### src/asrc_params.svh
// timing constants and widths for the static memory host controller
`ifndef ASRC_PARAMS_SVH
`define ASRC_PARAMS_SVH

`define ASRC_CLK_PERIOD_NS          40
`define ASRC_ADDR_W                 22
`define ASRC_STORE_PULSE_MIN_NS     7
`define ASRC_SELECT_TO_END_NS       7
`define ASRC_ADDR_VALID_TO_END_NS   7
`define ASRC_DATA_LEAD_MIN_NS       5
`define ASRC_DATA_TRAIL_MIN_NS      0
`define ASRC_ADDR_LEAD_MIN_NS       0
`define ASRC_STORE_RECOVERY_MIN_NS  0
`define ASRC_ADDR_TO_OUTPUT_MAX_NS  10
`define ASRC_SELECT_TO_OUTPUT_MAX_NS 10
`define ASRC_GATE_TO_OUTPUT_MAX_NS  5
`define ASRC_DESELECT_TO_FLOAT_MAX_NS 5
`define ASRC_STORE_RELEASE_TO_DRIVE_NS 3

// least times round up to whole cycles, never below one
`define ASRC_CYC_MIN(ns) (((ns) + `ASRC_CLK_PERIOD_NS - 1) / `ASRC_CLK_PERIOD_NS < 1 ? 1 : \
  ((ns) + `ASRC_CLK_PERIOD_NS - 1) / `ASRC_CLK_PERIOD_NS)

`define ASRC_STORE_CYC  `ASRC_CYC_MIN(`ASRC_STORE_PULSE_MIN_NS)
`define ASRC_SETUP_CYC  `ASRC_CYC_MIN(`ASRC_ADDR_LEAD_MIN_NS)
`define ASRC_TRAIL_CYC  `ASRC_CYC_MIN(`ASRC_STORE_RECOVERY_MIN_NS)
`define ASRC_READ_CYC   `ASRC_CYC_MIN(`ASRC_ADDR_TO_OUTPUT_MAX_NS)
`define ASRC_FLOAT_CYC  `ASRC_CYC_MIN(`ASRC_DESELECT_TO_FLOAT_MAX_NS)

`endif

### src/asrc_pkg.sv
// types shared by the static memory host controller
package asrc_pkg;
  typedef enum logic [2:0] {
    ASRC_IDLE   = 3'b000,
    ASRC_SETUP  = 3'b001,
    ASRC_STORE  = 3'b011,
    ASRC_TRAIL  = 3'b010,
    ASRC_READ   = 3'b110,
    ASRC_FLOAT  = 3'b111
  } asrc_state_e;
endpackage

### src/asrc_phase_timer.sv
// down-counter that times each phase of a memory access
`timescale 1ns/100ps
`default_nettype none
module asrc_phase_timer #(
  parameter int W = 4
) (
  input  wire logic         mclk_i,
  input  wire logic         nrst_i,
  input  wire logic         load_i,
  input  wire logic [W-1:0] count_i,
  output logic              done_o
);
  if (W < 1) begin
    $error("asrc_phase_timer: counter width must be at least one");
  end

  logic [W-1:0] cnt_q;

  always_ff @(posedge mclk_i) begin
    if (!nrst_i) begin
      cnt_q <= '0;
    end else if (load_i) begin
      cnt_q <= count_i;
    end else if (cnt_q != '0) begin
      cnt_q <= cnt_q - W'(1);
    end
  end

  // done from the count alone: gating it with load would close a loop through
  // the sequencer, which loads on done
  assign done_o = (cnt_q == '0);
endmodule
`default_nettype wire

### src/asrc_host.sv
// host controller that sequences a 4M x 1 asynchronous static memory
// How it works
// memory stores only while select and store strobe are both low
// store runs from later falling edge to earlier rising edge
// store strobe low for at least 7 ns
// address valid no later than select falling
// strobe or select high whenever the address moves
// never drive opposing data while memory output drives; gate kept high in writes
// select falls with the strobe so output stays floating
// at least 0 ns from address change to store start
// at least 0 ns from store end to address change
// select low at least 7 ns before store end
// address valid at least 7 ns before store end
// input bit stable 5 ns before store end and 0 ns after
// read data sampled no earlier than 10 ns after address and select
// read data sampled no earlier than 5 ns after gate falls
// memory keeps old output 3 ns after address change
// memory output leaves float no sooner than 3 ns after select
// memory floats within 5 ns of select or gate rising
// memory floats within 5 ns of strobe low, drives 3 ns after rise
// select high standby, gate low read, strobe low write
`timescale 1ns/100ps
`default_nettype none
`include "asrc_params.svh"
module asrc_host
  import asrc_pkg::*;
#(
  parameter int ADDR_W     = `ASRC_ADDR_W,
  parameter int STORE_CYC  = `ASRC_STORE_CYC,
  parameter int READ_CYC   = `ASRC_READ_CYC,
  parameter int FLOAT_CYC  = `ASRC_FLOAT_CYC
) (
  input  wire logic              mclk_i,
  input  wire logic              nrst_i,
  input  wire logic              req_i,
  input  wire logic              req_write_i,
  input  wire logic [ADDR_W-1:0] req_addr_i,
  input  wire logic              req_data_i,
  output logic                   busy_o,
  output logic                   done_o,
  output logic                   rd_data_o,
  output logic [ADDR_W-1:0]      word_address_o,
  output logic                   data_in_o,
  input  wire logic              data_out_i,
  output logic                   select_n_o,
  output logic                   gate_n_o,
  output logic                   store_n_o
);
  localparam int TW = 4;

  // refuse sizes that the counter or the memory's address pins cannot serve
  if (ADDR_W < 1 || ADDR_W > 22) begin
    $error("asrc_host: address width out of range");
  end
  if (STORE_CYC < 1 || STORE_CYC > 15) begin
    $error("asrc_host: store phase count out of range");
  end
  if (READ_CYC < 1 || READ_CYC > 15) begin
    $error("asrc_host: read phase count out of range");
  end
  if (FLOAT_CYC < 1 || FLOAT_CYC > 15) begin
    $error("asrc_host: float phase count out of range");
  end

  asrc_state_e  state_q;
  logic         is_write_q;
  logic         tmr_load;
  logic [TW-1:0] tmr_count;
  logic         tmr_done;
  logic         select_n_d;
  logic         store_n_d;
  logic         gate_n_d;
  logic         done_d;
  logic         busy_d;

  function automatic logic [TW-1:0] cyc(input int n);
    cyc = TW'(n - 1);
  endfunction

  // a request is only taken in idle; anything asked while busy is dropped
  function automatic logic taking(input asrc_state_e st, input logic req);
    taking = (st == ASRC_IDLE) && req;
  endfunction

  // strobes open on the cycle that the setup gap ends
  function automatic logic opens(input asrc_state_e st, input logic done);
    opens = (st == ASRC_SETUP) && done;
  endfunction

  // strobes stay low while the timed phase still has cycles to run
  function automatic logic holds(input asrc_state_e st, input logic done,
                                 input asrc_state_e phase);
    holds = (st == phase) && !done;
  endfunction

  // the last cycle of an access: recovery after a store, float after a read
  function automatic logic last_cycle(input asrc_state_e st, input logic done);
    last_cycle = ((st == ASRC_TRAIL) || (st == ASRC_FLOAT)) && done;
  endfunction

  asrc_phase_timer #(.W(TW)) asrc_phase_timer_i (
    .mclk_i  (mclk_i),
    .nrst_i  (nrst_i),
    .load_i  (tmr_load),
    .count_i (tmr_count),
    .done_o  (tmr_done)
  );

  always_comb begin
    tmr_load  = 1'b0;
    tmr_count = '0;
    case (state_q)
      ASRC_IDLE: begin
        tmr_load  = req_i;
        tmr_count = cyc(`ASRC_SETUP_CYC);
      end
      ASRC_SETUP: begin
        tmr_load  = tmr_done;
        tmr_count = is_write_q ? cyc(STORE_CYC) : cyc(READ_CYC);
      end
      ASRC_STORE: begin
        tmr_load  = tmr_done;
        tmr_count = cyc(`ASRC_TRAIL_CYC);
      end
      ASRC_READ: begin
        tmr_load  = tmr_done;
        tmr_count = cyc(FLOAT_CYC);
      end
      ASRC_TRAIL: begin
        // recovery gap was loaded as the store ended; let it run out
        tmr_load  = 1'b0;
        tmr_count = '0;
      end
      ASRC_FLOAT: begin
        // float gap was loaded as the read ended; let it run out
        tmr_load  = 1'b0;
        tmr_count = '0;
      end
      default: begin
        tmr_load  = 1'b0;
        tmr_count = '0;
      end
    endcase
  end

  // phase sequencing; address only moves in idle with all strobes high
  always_ff @(posedge mclk_i) begin
    if (!nrst_i) begin
      state_q <= ASRC_IDLE;
    end else begin
      case (state_q)
        ASRC_IDLE:  if (req_i) state_q <= ASRC_SETUP;
        ASRC_SETUP: if (tmr_done) state_q <= is_write_q ? ASRC_STORE : ASRC_READ;
        ASRC_STORE: if (tmr_done) state_q <= ASRC_TRAIL;
        ASRC_TRAIL: if (tmr_done) state_q <= ASRC_IDLE;
        ASRC_READ:  if (tmr_done) state_q <= ASRC_FLOAT;
        ASRC_FLOAT: if (tmr_done) state_q <= ASRC_IDLE;
        default:    state_q <= ASRC_IDLE;
      endcase
    end
  end

  // address and input bit latched while every strobe is high
  always_ff @(posedge mclk_i) begin
    if (!nrst_i) begin
      word_address_o <= '0;
      data_in_o      <= 1'b0;
      is_write_q     <= 1'b0;
    end else if (taking(state_q, req_i)) begin
      word_address_o <= req_addr_i;
      data_in_o      <= req_data_i;
      is_write_q     <= req_write_i;
    end
  end

  // next strobe levels; in a write select and store fall and rise together, so the store
  // window is the select window and the memory output stays floating
  always_comb begin
    select_n_d = !(opens(state_q, tmr_done) ||
                   holds(state_q, tmr_done, ASRC_STORE) ||
                   holds(state_q, tmr_done, ASRC_READ));
    store_n_d  = !((opens(state_q, tmr_done) && is_write_q) ||
                   holds(state_q, tmr_done, ASRC_STORE));
    // gate stays high during writes so the memory never drives against us
    gate_n_d   = !((opens(state_q, tmr_done) && !is_write_q) ||
                   holds(state_q, tmr_done, ASRC_READ));
    done_d     = last_cycle(state_q, tmr_done);
    busy_d     = taking(state_q, req_i) ||
                 ((state_q != ASRC_IDLE) && !last_cycle(state_q, tmr_done));
  end

  // strobes leave flip-flops directly so no decode glitch reaches the memory pins
  always_ff @(posedge mclk_i) begin
    if (!nrst_i) begin
      select_n_o <= 1'b1;
      store_n_o  <= 1'b1;
      gate_n_o   <= 1'b1;
    end else begin
      select_n_o <= select_n_d;
      store_n_o  <= store_n_d;
      gate_n_o   <= gate_n_d;
    end
  end

  // read bit taken on the last strobed cycle, a full 40 ns after select and gate
  always_ff @(posedge mclk_i) begin
    if (!nrst_i) begin
      rd_data_o <= 1'b0;
    end else if (state_q == ASRC_READ && tmr_done) begin
      rd_data_o <= data_out_i;
    end
  end

  always_ff @(posedge mclk_i) begin
    if (!nrst_i) begin
      done_o <= 1'b0;
      busy_o <= 1'b0;
    end else begin
      done_o <= done_d;
      busy_o <= busy_d;
    end
  end
endmodule
`default_nettype wire

### config.mk
export PLATFORM = sky130hd
export DESIGN_NAME = asrc_host
export DESIGN_NICKNAME = d
export VERILOG_FILES = /design/src/asrc_pkg.sv /design/src/asrc_phase_timer.sv /design/src/asrc_host.sv
export VERILOG_INCLUDE_DIRS = /design/src
export SDC_FILE = /design/constraint.sdc
export NUM_CORES = 1
export LEC_CHECK = 0
export BUFFER_PORTS_ARGS = -buffer_cell sky130_fd_sc_hd__buf_4
export CORE_MARGIN = 2
export CORE_UTILIZATION = 54
export CTS_BUF_LIST = sky130_fd_sc_hd__clkbuf_8
export CTS_CLUSTER_DIAMETER = 80
export DETAILED_ROUTE_END_ITERATION = 10
export PLACE_DENSITY = 0.84
export SYNTH_ARGS = -nofsm -noshare
export SYNTH_HDL_FRONTEND = slang
export SYNTH_SLANG_ARGS = --single-unit
### constraint.sdc
create_clock -name mclk_i -period 3.8 [get_ports mclk_i]
set_input_delay 0.19 -clock mclk_i [delete_from_list [all_inputs] [get_ports mclk_i]]
set_output_delay 0.19 -clock mclk_i [all_outputs]
set_load 0.02 [all_outputs]
Yosys cells after proc, flatten, opt, wreduce, memory -nomap -nowiden
Index checks and enable logic that the tools add are counted.
- register bits: 37
- output and inout bits: 29
- reductions and logical operators: 29
- mux-type cells: 8
- bitwise operators: 1
- add/sub/neg operators: 1
- eq/ne operators: 10
- operator list (cell ; count):
    $mux W3 ; 6
    $pmux W3 S5 ; 1
    $logic_and A1 B1 Y1 ; 9
    $ne A2 B2 Y1 const B ; 4
    $eq A3 B2 Y1 const B ; 2
    $eq A3 B3 Y1 const B ; 2
    $logic_not A1 Y1 ; 6
    $logic_or A1 B1 Y1 ; 6
    $reduce_and A5 Y1 ; 1
    $logic_not A4 Y1 ; 1
    $reduce_bool A4 Y1 ; 1
    $reduce_or A2 Y1 ; 2
    $sub A4 B1 Y4 const B ; 1
    $eq A3 B1 Y1 const B ; 1
    $logic_not A3 Y1 ; 1
    $reduce_bool A3 Y1 ; 1
    $reduce_or A3 Y1 ; 1
    $ne A2 B1 Y1 const B ; 1
    $pmux W1 S2 ; 1
    $not A1 Y1 ; 1

Depth between registers and ports, before layout
- depth in word-level cells: 6
- mapped depth: 7

By module
Synthesis repeated with hierarchy kept, for this count alone.
- cell total of the unflattened synthesis: 179
- area total of the unflattened synthesis: 1579.0 µm²
- by module, submodules not included (module ; seq. area each (µm²) ; instances ; cells an instance ; area an instance (µm²)):
    asrc_host ; 660.6 ; 1 ; 156 ; 1348.8
    asrc_phase_timer ; 80.1 ; 1 ; 23 ; 230.2

Worst setup path before layout
OpenSTA, ideal clock, no wires.
- kind: reg2reg
- start point: register asrc_phase_timer_i.cnt_q[0]
- end point: register store_n_o
- slack: 2.184 ns
- setup time: 0.127 ns
- buffers on the path: 0
- arrival time: 1.489 ns
- stages on the path, launching flop included: 7
- path through: dfxtp_1 -> inv_1 -> ha_1 -> or3b_1 -> nor3b_2 -> a21oi_1 -> or3b_1
- word-level cells in the longest chain between the ends: 5
- elaborated cells on any way between the ends: 7
- classes of those cells: reduce/logical (7)
- ends and longest elaborated chain (item ; line ; RTL):
    from (decl) ; asrc_phase_timer.sv:17 ; logic [W-1:0] cnt_q;
    from (signal assigned) ; asrc_phase_timer.sv:23 ; cnt_q <= count_i;
    from (signal assigned) ; asrc_phase_timer.sv:25 ; cnt_q <= cnt_q - W'(1);
    $logic_not A4 Y1 * ; asrc_phase_timer.sv:31 ; assign done_o = (cnt_q == '0);
    $logic_and A1 B1 Y1 / $logic_not A1 Y1 (equally long branches) ; asrc_host.sv:87, asrc_host.sv:93 ;
    $logic_and A1 B1 Y1 (on tied branches) ; asrc_host.sv:182, asrc_host.sv:93 ;
    $logic_or A1 B1 Y1 * ; asrc_host.sv:182 ; store_n_d = !((opens(state_q, tmr_done) && is_write_q) ||
    $logic_not A1 Y1 * ; asrc_host.sv:182 ;
    to (signal assigned) ; asrc_host.sv:200 ; store_n_o <= store_n_d;
    to (decl) ; asrc_host.sv:47 ; output logic store_n_o
Mark *: on every way between the ends. The rest lies on a longest branch, timed or not.
A chain may end at the register's enable or synchronous reset.

Worst setup path in the final report
Same ends and word-level chain as after synthesis.

==> run metrics <==
number of global-route vias before repair 1280; most common flop cell mapped by yosys dfxtp_1; clock net sink count 37; P&R area growth vs syn 34.5%; Max clock buf depth 2; Mapped Cells 181; area fraction in compound gates after synthesis 19.9%; Final Non-Filler Cells 264; die extent in x 57.1 um; largest registers word_address_o: 22 flops, asrc_phase_timer_i.cnt_q: 4 flops, state_q: 3 flops; Sw Ratio 38.7%; nets@finish 261; period utilization 50.9%; sequential area share after synthesis 48.7%; Top reg by flops word_address_o; Worst EP arrival 2.10 ns; fmax 517 MHz; Via density 5.36; FFs w/ async S/R, synth 0%; max FFs per register 22; min cycle time layout 1.93 ns; synthesized flop and latch total 37; Clock transition at path regs 0.07 ns; Final Slew Violations 0; setup bufs post-CTS 0; Internal 939 uW; Post-CTS Hold Fix Bufs 0; Distinct cells, synth 33; I/O pin total 57; final wirelength 3390 um; Clock Skew 0.00728 ns; Simple-Gate Fraction of Synth Area 25.7%; crit start category flop; Psw 593 uW; syn nets 210; crit path max fanout 11; PwrDens 749 mW/mm2; setup TNS 0 ns; Syn Area/Cell 8.40 um2; Fin Hold WS 0.146 ns; Num CTS Buffers 5; fillers 203; CTS tree done; CTS H-tree depth 2; share of post-route cells with drive strength above 1 28.3%; # setup viols final 0; IO buf count 56; portion of total power attributed to sequential cells 36.5%; Initial Utilization 56.1%; DP Wirelength 2380 um; Max VDD drop 0.538 mV; first-pass GRT wire length 5460 um; # DRC 0; synthesized area 0.00152 mm2; Synth Area in XOR/XNOR 0%; warnings from Yosys 0; CP Data Required Time 3.96 ns; leak pwr 0.000889 uW; RSZ-0062 raised after global routing false; Detailed Routing Iterations Pass 1 4; Placed Instances 256; Die Footprint 0.00326 mm2; core area 0.00271 mm2; Synth Area in Adders 0.823%; Die H 57.1 um; cts repair resizes 0; Post-synth EDFFs 0; All-Layer GR Usage 21.6%; clock share of power 22.1%; Hold/Removal Path Class primary input to flop; Worst-Skew Late Latency 0.29 ns; # rows 19; CP Capture Type flop; Vias 1415; Final GP Congestion 0.844; Worst-Margin Slew 0.791 ns; status completed; Detail Route Antenna Nets 0; relative slew slack 47.2%; post-synthesis mux area share 0.741%; combinational power share 41.3%; final hold vios 0; WL per Instance 12.8 um; largest net degree at the start of global routing 35; gr ovfl total 0; max_cap viols 0; Crit Path Class flop to flop; largest family of logic cells by synthesized area simple AND/OR/NAND/NOR gates; CTS root buffer clkbuf_8; antenna fix cells 0; initial antenna violation count 0; Initial DRC Count 28
-- worst max-delay path, cell delays in order (launching register included) --
cell and delay (ns):
dfxtp_1 0.32, inv_1 0.08, ha_1 0.23, or3b_1 0.53, nor3b_2 0.23, a21oi_1 0.05
or3b_1 0.38
-- per-stage QoR --
| stage | utilization [%] | setup WS [ns] | instance area [um2] | total power, uW |
|---|---|---|---|---|
| final | 75.4 | 1.87 | 2040 | 1530 |
| after global routing | 75.4 | 1.68 | 2040 | 1640 |
| after detailed placement | 71.1 | 1.88 | 1930 | 1190 |
| after CTS | 75.4 | 1.87 | 2040 | 1540 |
| after floorplan | - | 2.18 | 1520 | 1010 |
| after global placement | 71.1 | 1.99 | 1930 | 1160 |
-- path summary, 6_finish.rpt --
path	start	endpoint	slack, ns	cells past startpoint
worst max-delay path	asrc_phase_timer_i.cnt_q[0]	store_n_o	1.87	6
worst min-delay path	req_addr_i[17]	word_address_o[17]	0.15	3
worst max register to register	asrc_phase_timer_i.cnt_q[0]	store_n_o	1.87	6
worst min register to register	word_address_o[14]	word_address_o[14]	0.46	2
-- per-layer routing --
metal	vias to the layer above	track usage (%)	share of wire, %
li1	708	-	-
met1	656	24.0	43
met2	47	37.8	50
met3	4	6.35	6.3
met4	0	10.3	1.0
met5	-	0	0
-- layout make-up --
type / count / area [um2] / area share [%]
clock inverter: 2 / 33.8 / 1.65
inverter: 3 / 11.3 / 0.551
multi-input combinational: 129 / 717 / 35.1
sequential: 37 / 741 / 36.2
timing repair buffer: 56 / 420 / 20.6
clock buffer: 6 / 82.6 / 4.04
tap: 31 / 38.8 / 1.90
-- placed cells by master (no fill, tap or decap), drive strengths merged, types with 2 or more instances in the layout --
cell / instances
nand4: 2
inv: 4
or3b: 2
nand2: 52
nor3b: 3
nor3: 3
a21boi: 26
o21ai: 5
a21oi: 5
clkbuf: 6
buf: 56
nor2b: 2
nor2: 8
dfxtp: 37
nand2b: 5
and3: 2
-- power groups by stage --
stage                     Clock (uW)  Combinational, uW  Sequential, uW
final                            339                633             559
after global routing             359                706             573
after CTS                        347                635             558
after detailed placement           0                630             565
after global placement             0                600             559
after floorplan                    0                415             599
-- cell usage after synthesis (2+ instances only) --
cell type	number	share of area, %
and3_1	2	0.82
nand2_1	52	13
a21boi_0	19	9.4
buf_2	5	1.6
dfxtp_1	37	49
nor2b_1	2	0.82
nor3_1	3	0.99
nand4_1	2	0.82
nor2_1	8	2.0
nand2b_1	5	2.1
a21oi_1	5	1.6
o21ai_0	4	1.3
nor3b_2	2	1.6
a21boi_1	7	3.5
or3b_1	2	1.2
inv_1	3	0.74
clkbuf_1	7	1.7
-- kinds of logic after synthesis --
| family | after synthesis |
|---|---|
| adder cells (fa/ha/maj) | 1 |
| buffers and inverters | 15 |
| multiplexers | 1 |
| flip-flops | 37 |
| AO/OA/AOI/OAI | 43 |
| AND/OR/NAND/NOR | 84 |
Note: power is estimated with default switching activity, not from simulation.
